`src/pkg/pulse_cmd_pkg.sv`:
```
// Constants shared by the pulse counter command unit and its helpers.
// Assumes a single 100 MHz clock domain; no bus, all ports are plain.
package pulse_cmd_pkg;

  // ***************************************************
  // Commands and states
  // ***************************************************
  typedef enum logic [7:0] {
    CMD_RESERVED = 8'h00,
    CMD_RUN      = 8'h01,
    CMD_STOP     = 8'h02,
    CMD_LOAD     = 8'h03,
    CMD_PRESET   = 8'h04
  } cmd_e;

  typedef enum logic [0:0] {
    RUN_IDLE   = 1'b0,
    RUN_ACTIVE = 1'b1
  } run_e;

  // ***************************************************
  // Execution status codes
  // ***************************************************
  localparam logic [15:0] STS_DISABLED = 16'h0000;
  localparam logic [15:0] STS_OK       = 16'h0001;
  localparam logic [15:0] STS_BAD_CMD  = 16'h0002;
  localparam logic [15:0] STS_BAD_ID   = 16'h0003;
  localparam logic [15:0] STS_CFG_ERR  = 16'h0004;

  // ***************************************************
  // Identity, flags and reset values
  // ***************************************************
  // Counter identifier served by this unit (arbitrary)
  localparam logic [7:0] OWN_COUNTER_ID = 8'h00;

  localparam int FLAG_W = 5;
  localparam int F_DONE = 0;
  localparam int F_UPPER = 1;
  localparam int F_LOWER = 2;
  localparam int F_OVER = 3;
  localparam int F_UNDER = 4;

  localparam logic [FLAG_W-1:0] FLAGS_CLEAR = 5'h00;
  localparam logic [31:0] WORD_RESET = 32'h0000_0000;
  localparam logic [31:0] ACC_STEP = 32'h0000_0001;

endpackage : pulse_cmd_pkg

```
`src/cfg_slot.sv`:
```
// One configuration word held by the counter hardware.
// Assumes load comes from logic on sys_clk.
`timescale 1ns/1ps
`default_nettype none
module cfg_slot
  import pulse_cmd_pkg::*;
(
  input wire logic sys_clk,
  input wire logic nrst,
  input wire logic load,
  input wire logic [31:0] din,
  output logic [31:0] q
);

  logic [31:0] q_r;
  logic [31:0] q_nxt;

  always_comb begin
    q_nxt = load ? din : q_r;
  end

  always_ff @(posedge sys_clk or negedge nrst) begin
    if (!nrst) begin
      q_r <= WORD_RESET;
    end else begin
      q_r <= q_nxt;
    end
  end

  assign q = q_r;

endmodule // cfg_slot
`default_nettype wire

```
`src/status_override.sv`:
```
// Status override call: decides whether event flags are rewritten.
// Assumes inputs come from logic on sys_clk, one call per clock.
`timescale 1ns/1ps
`default_nettype none
module status_override
  import pulse_cmd_pkg::*;
(
  input wire logic sys_clk,
  input wire logic nrst,
  input wire logic set_enable,
  input wire logic [7:0] set_counter_id,
  input wire logic [FLAG_W-1:0] set_flags,
  output logic write_en,
  output logic [FLAG_W-1:0] write_flags,
  output logic [15:0] set_sts
);

  logic write_en_r;
  logic write_en_nxt;
  logic [FLAG_W-1:0] flags_r;
  logic [FLAG_W-1:0] flags_nxt;
  logic [15:0] sts_r;
  logic [15:0] sts_nxt;

  // Never yields the bad-command or config-error codes
  always_comb begin
    write_en_nxt = 1'b0;
    flags_nxt = flags_r;
    if (!set_enable) begin
      sts_nxt = STS_DISABLED;
    end else if (set_counter_id != OWN_COUNTER_ID) begin
      sts_nxt = STS_BAD_ID;
    end else begin
      sts_nxt = STS_OK;
      write_en_nxt = 1'b1;
      flags_nxt = set_flags;
    end
  end

  always_ff @(posedge sys_clk or negedge nrst) begin
    if (!nrst) begin
      write_en_r <= 1'b0;
      flags_r <= FLAGS_CLEAR;
      sts_r <= STS_DISABLED;
    end else begin
      write_en_r <= write_en_nxt;
      flags_r <= flags_nxt;
      sts_r <= sts_nxt;
    end
  end

  assign write_en = write_en_r;
  assign write_flags = flags_r;
  assign set_sts = sts_r;

endmodule // status_override
`default_nettype wire

```
`src/pulse_counter_command_unit.sv`:
```
// Command unit and live state of one fast_pulse_counter.
// Assumes one call per clock from same-domain logic; pulse pins are async.
//
// Contract
// - Enable false: no counter operation, status info not refreshed.
// - Command 1 starts an idle counter; if running it only refreshes status.
// - Command 2 stops a running counter.
// - Dropping enable never stops a running counter; only stop does.
// - Command 3 loads six config words, keeps counting, leaves accumulator.
// - Held load command reloads on every execution.
// - Command 4 sets accumulator and status accumulator to preload value, clears event flags.
// - Command 4 keeps counting; pulses during rewrite may be lost.
// - Config accumulator field mirrors the live accumulator.
// - Status codes: 0 off, 1 ok, 2 bad command, 3 bad id, 4 config error.
// - Command is 8 bits, status 16 bits, command 0 reserved.
// - Enabled override with own id sets or clears the five event flags; else nothing.
// - Override status never reports bad command or config error.
// - Upper setpoint above overflow limit gives a config error.
`timescale 1ns/1ps
`default_nettype none
module pulse_counter_command_unit
  import pulse_cmd_pkg::*;
(
  input wire logic sys_clk,
  input wire logic nrst,
  input wire logic cmd_enable,
  input wire logic [7:0] counter_id,
  input wire logic [7:0] counter_command,
  input wire logic signed [31:0] upper_setpoint_cfg,
  input wire logic signed [31:0] lower_setpoint_cfg,
  input wire logic [31:0] upper_output_pattern,
  input wire logic [31:0] lower_output_pattern,
  input wire logic signed [31:0] overflow_limit,
  input wire logic signed [31:0] underflow_limit,
  input wire logic [31:0] preload_count_value,
  input wire logic count_pulse,
  input wire logic count_down,
  input wire logic set_enable,
  input wire logic [7:0] set_counter_id,
  input wire logic single_run_done,
  input wire logic upper_setpoint_hit,
  input wire logic lower_setpoint_hit,
  input wire logic overflow_seen,
  input wire logic underflow_seen,
  output logic [15:0] exec_sts,
  output logic [15:0] set_sts,
  output logic counting,
  output logic [31:0] cfg_acc_mirror,
  output logic [31:0] status_acc,
  output logic [31:0] status_upper,
  output logic [31:0] status_lower,
  output logic [31:0] status_upper_out,
  output logic [31:0] status_lower_out,
  output logic [FLAG_W-1:0] status_flags
);

  // ***************************************************
  // Command decode
  // ***************************************************
  logic id_ok;
  logic cmd_known;
  logic cfg_bad;
  logic go;
  logic do_run;
  logic do_stop;
  logic do_load;
  logic do_preset;
  always_comb begin
    id_ok = (counter_id == OWN_COUNTER_ID);
    cmd_known = (counter_command >= CMD_RUN) &&
                (counter_command <= CMD_PRESET);
    // Reject lower below underflow as well as upper above overflow
    cfg_bad = (upper_setpoint_cfg > overflow_limit) ||
              (lower_setpoint_cfg < underflow_limit);
    go = cmd_enable && id_ok && cmd_known;
    do_run = go && (counter_command == CMD_RUN);
    do_stop = go && (counter_command == CMD_STOP);
    do_load = go && (counter_command == CMD_LOAD) && !cfg_bad;
    do_preset = go && (counter_command == CMD_PRESET);
  end

  // ***************************************************
  // Configuration words in the counter hardware
  // ***************************************************
  logic [31:0] hw_upper;
  logic [31:0] hw_lower;
  logic [31:0] hw_upper_out;
  logic [31:0] hw_lower_out;
  logic [31:0] hw_over;
  logic [31:0] hw_under;
  // All six words load together, accumulator untouched
  cfg_slot u_upper (.sys_clk(sys_clk), .nrst(nrst), .load(do_load),
    .din(upper_setpoint_cfg), .q(hw_upper));
  cfg_slot u_lower (.sys_clk(sys_clk), .nrst(nrst), .load(do_load),
    .din(lower_setpoint_cfg), .q(hw_lower));
  cfg_slot u_upper_out (.sys_clk(sys_clk), .nrst(nrst), .load(do_load),
    .din(upper_output_pattern), .q(hw_upper_out));
  cfg_slot u_lower_out (.sys_clk(sys_clk), .nrst(nrst), .load(do_load),
    .din(lower_output_pattern), .q(hw_lower_out));
  cfg_slot u_over (.sys_clk(sys_clk), .nrst(nrst), .load(do_load),
    .din(overflow_limit), .q(hw_over));
  cfg_slot u_under (.sys_clk(sys_clk), .nrst(nrst), .load(do_load),
    .din(underflow_limit), .q(hw_under));

  // ***************************************************
  // Status override call
  // ***************************************************
  logic ovr_we;
  logic [FLAG_W-1:0] ovr_flags;
  status_override u_override (
    .sys_clk(sys_clk), .nrst(nrst), .set_enable(set_enable),
    .set_counter_id(set_counter_id),
    .set_flags({underflow_seen, overflow_seen, lower_setpoint_hit,
                upper_setpoint_hit, single_run_done}),
    .write_en(ovr_we), .write_flags(ovr_flags), .set_sts(set_sts)
  );

  // ***************************************************
  // Pulse pin synchronisers
  // ***************************************************
  logic p_s1_r;
  logic p_s2_r;
  logic p_s3_r;
  logic d_s1_r;
  logic d_s2_r;
  always_ff @(posedge sys_clk or negedge nrst) begin
    if (!nrst) begin
      p_s1_r <= 1'b0;
      p_s2_r <= 1'b0;
      p_s3_r <= 1'b0;
      d_s1_r <= 1'b0;
      d_s2_r <= 1'b0;
    end else begin
      p_s1_r <= count_pulse;
      p_s2_r <= p_s1_r;
      p_s3_r <= p_s2_r;
      d_s1_r <= count_down;
      d_s2_r <= d_s1_r;
    end
  end

  // ***************************************************
  // Run state, accumulator and event flags
  // ***************************************************
  run_e run_r;
  run_e run_nxt;
  logic [31:0] acc_r;
  logic [31:0] acc_nxt;
  logic [FLAG_W-1:0] flags_r;
  logic [FLAG_W-1:0] flags_nxt;
  logic [FLAG_W-1:0] events;
  logic step;
  always_comb begin
    run_nxt = run_r;
    case (run_r)
      RUN_IDLE: begin
        if (do_run) begin
          run_nxt = RUN_ACTIVE;
        end
      end
      RUN_ACTIVE: begin
        // Enable low keeps counting
        if (do_stop) begin
          run_nxt = RUN_IDLE;
        end
      end
      default: run_nxt = RUN_IDLE;
    endcase
  end

  always_comb begin
    step = (run_r == RUN_ACTIVE) && p_s2_r && !p_s3_r;
    events = FLAGS_CLEAR;
    acc_nxt = acc_r;
    if (do_preset) begin
      // Edge in this cycle is dropped; run state untouched
      acc_nxt = preload_count_value;
    end else if (step && !d_s2_r) begin
      if (acc_r == hw_over) begin
        events[F_OVER] = 1'b1;
        acc_nxt = WORD_RESET;
      end else begin
        acc_nxt = acc_r + ACC_STEP;
        events[F_UPPER] = (acc_nxt == hw_upper);
        events[F_DONE] = events[F_UPPER];
      end
    end else if (step) begin
      if (acc_r == hw_under) begin
        events[F_UNDER] = 1'b1;
        acc_nxt = WORD_RESET;
      end else begin
        acc_nxt = acc_r - ACC_STEP;
        events[F_LOWER] = (acc_nxt == hw_lower);
      end
    end
    // An event in the cycle of an override clear still lands
    if (do_preset) begin
      flags_nxt = FLAGS_CLEAR;
    end else if (ovr_we) begin
      flags_nxt = ovr_flags | events;
    end else begin
      flags_nxt = flags_r | events;
    end
  end

  always_ff @(posedge sys_clk or negedge nrst) begin
    if (!nrst) begin
      run_r <= RUN_IDLE;
      acc_r <= WORD_RESET;
      flags_r <= FLAGS_CLEAR;
    end else begin
      run_r <= run_nxt;
      acc_r <= acc_nxt;
      flags_r <= flags_nxt;
    end
  end

  // ***************************************************
  // Status info snapshot and execution status
  // ***************************************************
  logic [31:0] s_acc_r;
  logic [31:0] s_acc_nxt;
  logic [FLAG_W-1:0] s_flags_r;
  logic [FLAG_W-1:0] s_flags_nxt;
  logic [15:0] sts_r;
  logic [15:0] sts_nxt;
  logic refresh;
  always_comb begin
    // Snapshot taken only on a good enabled call
    refresh = go && !(counter_command == CMD_LOAD && cfg_bad);
    s_acc_nxt = s_acc_r;
    s_flags_nxt = s_flags_r;
    if (do_preset) begin
      s_acc_nxt = preload_count_value;
      s_flags_nxt = FLAGS_CLEAR;
    end else if (refresh) begin
      s_acc_nxt = acc_r;
      s_flags_nxt = flags_r;
    end
    if (!cmd_enable) begin
      sts_nxt = STS_DISABLED;
    end else if (!id_ok) begin
      sts_nxt = STS_BAD_ID;
    end else if (!cmd_known) begin
      sts_nxt = STS_BAD_CMD;
    end else if (counter_command == CMD_LOAD && cfg_bad) begin
      sts_nxt = STS_CFG_ERR;
    end else begin
      sts_nxt = STS_OK;
    end
  end

  always_ff @(posedge sys_clk or negedge nrst) begin
    if (!nrst) begin
      s_acc_r <= WORD_RESET;
      s_flags_r <= FLAGS_CLEAR;
      sts_r <= STS_DISABLED;
    end else begin
      s_acc_r <= s_acc_nxt;
      s_flags_r <= s_flags_nxt;
      sts_r <= sts_nxt;
    end
  end

  assign exec_sts = sts_r;
  assign counting = run_r;
  assign cfg_acc_mirror = acc_r;
  assign status_acc = s_acc_r;
  assign status_flags = s_flags_r;
  assign status_upper = hw_upper;
  assign status_lower = hw_lower;
  assign status_upper_out = hw_upper_out;
  assign status_lower_out = hw_lower_out;
endmodule // pulse_counter_command_unit
`default_nettype wire

```
`config.mk`:
```
export PLATFORM = sky130hd
export DESIGN_NAME = pulse_counter_command_unit
export DESIGN_NICKNAME = d
export VERILOG_FILES = /design/src/pkg/pulse_cmd_pkg.sv /design/src/cfg_slot.sv /design/src/status_override.sv /design/src/pulse_counter_command_unit.sv
export SDC_FILE = /design/constraint.sdc
export NUM_CORES = 1
export LEC_CHECK = 0
export BUFFER_PORTS_ARGS = -buffer_cell sky130_fd_sc_hd__buf_2
export CAP_MARGIN = 5
export CORE_AREA = 2 2 190 192
export CTS_BUF_LIST = sky130_fd_sc_hd__clkbuf_8
export DETAILED_ROUTE_END_ITERATION = 8
export DIE_AREA = 0 0 192 194
export GPL_TIMING_DRIVEN = 0
export PLACE_DENSITY = 0.75
export SLEW_MARGIN = 10
export SYNTH_ARGS = -nofsm -noshare
export SYNTH_HDL_FRONTEND = slang
export SYNTH_SLANG_ARGS = --single-unit
```
`constraint.sdc`:
```
create_clock -name sys_clk -period 4.81 [get_ports sys_clk]
set_clock_uncertainty 0.15 [all_clocks]
set_input_delay 0.962 -clock sys_clk [delete_from_list [all_inputs] [get_ports sys_clk]]
set_output_delay 0.962 -clock sys_clk [all_outputs]
set_load 0.02 [all_outputs]
```
==> results of run 1 <==
## cell families after synthesis
kind of cell / share of synthesized area
buffers and inverters: 0.0622
and+or+nand+nor: 0.141
DFF: 0.417
other: 0.000221
AOI/OAI and AO/OA: 0.111
adders and majority gates: 0.0478
xor gates and xnor gates: 0.0809
muxes: 0.140
## area by class of cell
type / instances / area (µm²)
Clock buffer: 62 / 853
Clock inverter: 23 / 250
Sequential cell: 283 / 7080
Antenna cell: 8 / 20.0
Inverter: 85 / 319
Fill cell: 3111 / 14000
Multi-Input combinational cell: 1209 / 8980
Buffer: 142 / 738
Timing Repair Buffer: 464 / 2380
Tap cell: 461 / 577
## power breakdown
part / switching (W) / internal, W / total [W]
clock network: 0.00106 / 0.00143 / 0.00249
logic: 0.000226 / 0.000161 / 0.000387
registers: 0.00000604 / 0.00239 / 0.00240
total: 0.00129 / 0.00398 / 0.00528
## state kept, by name, indices dropped and copies added, names as in the netlist, 2 cells and up
name	flops
cfg_acc_mirror	32
status_acc	32
u_lower.q	32
u_lower_out.q	32
u_over.q	32
u_under.q	32
u_upper.q	32
u_upper_out.q	32
flags_r	5
status_flags	5
u_override.write_flags	5
exec_sts	3
u_override.set_sts	2
## timing repair
action                                  CTS  global route
endpoints found under the setup margin    1            15
pin swaps                                 0             0
gates resized for setup                   1             1
## cells in the mapped netlist (10+ instances only)
master / n
and4_1: 11
o32ai_1: 11
nand2b_1: 15
buf_1: 20
a21oi_1: 67
mux2_1: 21
o22a_1: 31
clkbuf_1: 60
mux2i_1: 11
mux2_2: 181
xor2_1: 99
inv_1: 85
and3_1: 15
nand3_1: 53
buf_2: 14
and2_1: 11
or3_1: 12
ha_1: 65
nor2b_1: 15
o21ai_0: 69
buf_4: 46
dfrtp_1: 283
nand2_1: 154
o22ai_1: 29
nor3_1: 29
o211ai_1: 10
xnor2_1: 58
a211oi_1: 10
nor4_1: 35
a31oi_1: 12
nor2_1: 50
nand4_1: 27
## metrics by stage
step           area, µm²  power (W)  std cells  utilization  setup WS (ns)
2_1_floorplan      17100    0.00259       1719            -          0.961
3_5_place_dp       20100    0.00282       2644        0.569         -0.419
6_report           21200    0.00528       2737        0.602        -0.0130
4_1_cts            21200    0.00531       2729        0.601         0.0516
3_3_place_gp       20000    0.00280       2641        0.567          -2.59
5_1_grt            21200    0.00546       2734        0.602         0.0118
## per-layer routing
layer  GRT usage  share of wire  up-vias
met5           0        0.00049        -
met4       0.193          0.052        6
met3      0.0760          0.085      191
met2       0.602           0.47      905
met1       0.462           0.39     7783
li1            -              -     7095
## worst paths after layout
path,startpoint,to,slack [ns]
min reg2reg,p_s1_r$_DFF_PN0_,p_s2_r$_DFF_PN0_,0.19
min in group sys_clk,p_s1_r$_DFF_PN0_,p_s2_r$_DFF_PN0_,0.19
max in group asynchronous,nrst,status_acc[2]$_DFFE_PN0P_,2.95
max,cfg_acc_mirror[0]$_DFFE_PN0P_,flags_r[2]$_DFF_PN0_,-0.01
max reg2reg,cfg_acc_mirror[0]$_DFFE_PN0P_,flags_r[2]$_DFF_PN0_,-0.01
min,nrst,u_upper_out.q[7]$_DFFE_PN0P_,0.16
## placed cells by master (no fill, tap or decap), drive strengths merged, types with 31 or more instances in the layout
cell type and instances:
a21oi 67, buf 546, clkbuf 122, dfrtp 283, ha 65, inv 94
mux2 202, nand2 154, nand3 53, nor2 50, nor3 31, nor4 39
o21ai 71, o22a 31, xnor2 58, xor2 99
==> metrics.txt, run 1 <==
largest net degree at the start of global routing between 100 and 150; post-synth top area cell dfrtp_1; H-tree depth 2; Reg clk slew, reported paths about 0.06 ns; CTS Buffer Depth 3; CP Depth 12; clk_lat worst skew 0.65 ns; CP max FO 10; Worst Hold Class input port to asynchronous set/reset pin; cell count after synthesis approximately 1,700; Die Wd 192 µm; initial antenna violation count 10; Core ar. approximately 0.035 mm²; CP endpoint kind flip-flop; CP Launch Type flip-flop; Final WS setup -0.0130 ns; CTS root buf clkbuf_8; fin nets 2,557; post-synthesis sequential element count 283; first-pass GRT wire length 101,000 µm; Final Slew Violations 0; yosys warns 0; hold_buf cts 0; port buffer count 461; post-synthesis sequential area ratio 0.417; most frequent CP cell nand4_1; WHS 0.160 ns; Reg2Reg Depth 12; Post-synth EDFFs 0; Yosys cell types 71; final period utilization 1.00; critical path class flip-flop to flip-flop; cell breakdown of the critical path buf_6, clkbuf_1, inv_1, ha_1, nor3b_1, nand4_1, nor4_2, xnor2_1, nor4_1, nand4_1, or4_4, o22ai_2; CP peak stage delay 0.60 ns; post-CTS setup buffers 0; fmax 207 MHz; final wirelength 69,200 µm; Rel. slew slack 0.202; Syn Area/Cell between 10 and 15 µm²; final setup vio count 1; Total GRT Usage 0.369; CTS Buf Count 48; ranking of synthesized cells by area dfrtp_1 (42%), mux2_2 (12%), xor2_1 (5.1%), ha_1 (4.8%), nand2_1 (3.4%); peak supply drop around 0.36 mV; die span in y between 150 and 200 µm; Placer Congestion around 1; Worst Path Arrival between 5 and 6 ns; Vias/cell roughly 5.8; P per Cell Area 249 mW/mm²; Fin Setup TNS -0.0130 ns; Final min period ~4.8 ns; # IOs 489; Post-synth ARST share 1.00; Initial DRT Pass Iterations 6; Main synth FF type dfrtp_1; vias in the first global route 16,100; RSZ-0062 raised after global routing false; row count 69; Layout area overhead 24.7%; Initial Util 0.483; WP data required ~5.2 ns; Worst Max-Slew Pin Slew 1.20 ns; share of the synthesized area in the top cell type 0.417; ANT nets after route 0; detailed-route DRC error count 0; outcome finished, violations left; CTS tree done; grt total ovfl 0; layout cells sized above 1 0.354; Top Family by Delay on Critical Path simple AND/OR/NAND/NOR gates; Leak Pwr 11.0 nW; DIE AREA 0.0372 mm²; Post-DP HPWL 55,600 µm; post-DR wirelength/cell roughly 25 µm; Vias between 15,000 and 20,000; Buf+Inv Stages, Crit Path 3; clock tree sinks about 280; violated checks negative setup slack; Crit-path slowest cell nor4_2; DRT iter0 DRCs 1,391; Max Cap Viol 0; final hold vios 0; synthesized cell area 0.0170 mm²
Note: power is estimated with default switching activity, not from simulation.
==> run 2: changes to the inputs <==
--- a/config.mk
+++ b/config.mk
@@ -7,12 +7,13 @@
 export LEC_CHECK = 0
 export BUFFER_PORTS_ARGS = -buffer_cell sky130_fd_sc_hd__buf_2
 export CAP_MARGIN = 5
-export CORE_AREA = 2 2 190 192
+export CELL_PAD_IN_SITES_DETAIL_PLACEMENT = 2
+export CELL_PAD_IN_SITES_GLOBAL_PLACEMENT = 2
+export CORE_UTILIZATION = 36
 export CTS_BUF_LIST = sky130_fd_sc_hd__clkbuf_8
 export DETAILED_ROUTE_END_ITERATION = 8
-export DIE_AREA = 0 0 192 194
 export GPL_TIMING_DRIVEN = 0
-export PLACE_DENSITY = 0.75
+export PLACE_DENSITY = 0.88
 export SLEW_MARGIN = 10
 export SYNTH_ARGS = -nofsm -noshare
 export SYNTH_HDL_FRONTEND = slang
==> run 2 against run 1 <==
Against the previous run: non-clock buffer count up 2; the run now ends clean; critical path depth up 1; first-iteration DRC count down 24%; total power up 3.3%; critical endpoint is now u_upper.q[29]$_DFFE_PN0P_.
==> metrics.txt, run 2 (synthesis gave the netlist of run 1 again) <==
# IOs 489 (unchanged); fin nets 2,563 (+0.23%); Initial Util 0.365 (-0.117); worst reg2reg startpoint cfg_acc_mirror[10]$_DFFE_PN0P_; CTS root buf clkbuf_8; Worst Path Arrival 5.15 ns (-0.07 ns); fmax 210 MHz (+1.4%); Rel. slew slack 0.286 (+0.0837); Leak Pwr 11.0 nW (+0.70%); post-DR wirelength/cell 30.8 µm (+22%); hold_buf cts 0 (unchanged); CP Launch Type input port; CP peak stage delay 0.56 ns (-0.04 ns); WHS 0.107 ns (-0.0530 ns); die span in y 219 µm (+13%); Crit-path slowest cell nor4_4; Layout area overhead 26.3%; DRT iter0 DRCs 1,062 (-24%); Vias/cell 5.80 (-0.59%); H-tree depth 2 (unchanged); clk_lat worst skew 0.69 ns (+0.04 ns); cell breakdown of the critical path buf_2, inv_1, ha_1, a21o_1, a221o_1, a211oi_1, o22ai_1, a221oi_4, nor2b_1, nor4_4, clkbuf_4, buf_4, mux2_2; port buffer count 461 (unchanged); Initial DRT Pass Iterations 5 (-1); final period utilization 0.989 (-0.0139); Post-DP HPWL 68,100 µm (+23%); worst setup path start overflow_limit[25]; Vias 16,800 (+5.0%); largest net degree at the start of global routing 112 (+1.8%); most frequent cells in the layout buf_2 (473), dfrtp_1 (283), mux2_2 (181); layout cells sized above 1 0.357 (+0.00268); final wirelength 89,200 µm (+29%); clock tree sinks 283 (unchanged); final setup vio count 0 (-1); DIE AREA 0.0481 mm² (+29%); RSZ-0062 raised after global routing false; Final Slew Violations 0 (unchanged); CTS Buf Count 52 (+8.3%); grt total ovfl 0 (unchanged); initial antenna violation count 17 (+7); Max Cap Viol 0 (unchanged); vias in the first global route 18,900 (+17%); Total GRT Usage 0.371 (+0.00173); Reg2Reg Setup Slack 0.06 ns (+0.07 ns); CP endpoint kind flip-flop; Core ar. 0.0466 mm² (+32%); ANT nets after route 0 (unchanged); peak supply drop 0.197 mV (-46%); detailed-route DRC error count 0 (unchanged); Worst Hold Class input port to asynchronous set/reset pin; CP max FO 10 (unchanged); first-pass GRT wire length 129,000 µm (+28%); Die Wd 219 µm (+14%); Worst Max-Slew Pin Slew 1.07 ns (-0.129 ns); CTS tree done; WP data required 5.20 ns (about the same); critical path class input port to flip-flop; outcome completed; Final Core Density 0.461 (-0.141); CTS Buffer Depth 3 (unchanged); P per Cell Area 254 mW/mm² (+1.9%); commonest non-fill, non-tap cell in the layout buf_2; Final min period 4.76 ns (-0.0671 ns); Placer Congestion 0.954 (-4.7%); Reg clk slew, reported paths 0.06 ns (about the same); row count 79 (+14%); total power 0.00545 W (+3.3%); final hold vios 0 (unchanged)
## run 2: layer usage
layer,wire length (µm),share of wire,track usage
met1,33800,0.38,0.422
met2,44100,0.49,0.642
met3,5910,0.066,0.0802
met4,5260,0.059,0.210
met5,99,0.0011,0
## run 2: layout make-up
type,count,area [µm²]
inverter,85,319
tap,607,759
buffer,141,744
multi-input combinational,1209,9010
fill,5046,25100
sequential,283,7080
clock inverter,27,214
antenna,6,15.0
clock buffer,67,922
timing repair buffer,467,2400
## run 2: worst paths after layout
check / to / cells past startpoint
worst max-delay path: u_upper.q[29]$_DFFE_PN0P_ / 13
worst min-delay path: u_lower_out.q[20]$_DFFE_PN0P_ / 1
worst max register to register: cfg_acc_mirror[3]$_DFFE_PN0P_ / 10
worst min register to register: d_s2_r$_DFF_PN0_ / 0
max in group asynchronous: u_upper_out.q[15]$_DFFE_PN0P_ / 2
min in group sys_clk: d_s2_r$_DFF_PN0_ / 0
## run 2: worst max-delay path, delay by kind of cell
family	cells	cell delay [ns]
AO/OA/AOI/OAI	5	1.82
buffers and inverters	4	0.94
AND/OR/NAND/NOR	2	0.72
multiplexers	1	0.39
adder cells (fa/ha/maj)	1	0.30
## run 2: per-stage QoR
step | setup TNS (ns) | cells | setup WS [ns] | instance area (µm²)
2_1_floorplan | 0 | 1719 | 0.961 | 17100
3_3_place_gp | -872.53 | 2787 | -2.76 | 20200
3_5_place_dp | -137.73 | 2789 | -0.778 | 20200
4_1_cts | -0.0469 | 2883 | -0.0469 | 21400
5_1_grt | 0 | 2887 | 0.0644 | 21500
6_report | 0 | 2892 | 0.0541 | 21500
## run 2: power by group
group / leakage, nW / internal (W) / switching [W] / total [W]
registers: 3.80 / 0.00239 / 0.00000650 / 0.00240
logic: 6.61 / 0.000171 / 0.000279 / 0.000450
clock network: 0.638 / 0.00142 / 0.00118 / 0.00260
total: 11.0 / 0.00398 / 0.00147 / 0.00545
## run 2: timing repair
item | in CTS | in global routing
pin swaps | 0 | 1
endpoints found under the setup margin | 195 | 22
buffers inserted | 0 | 3
resized for setup | 4 | 6
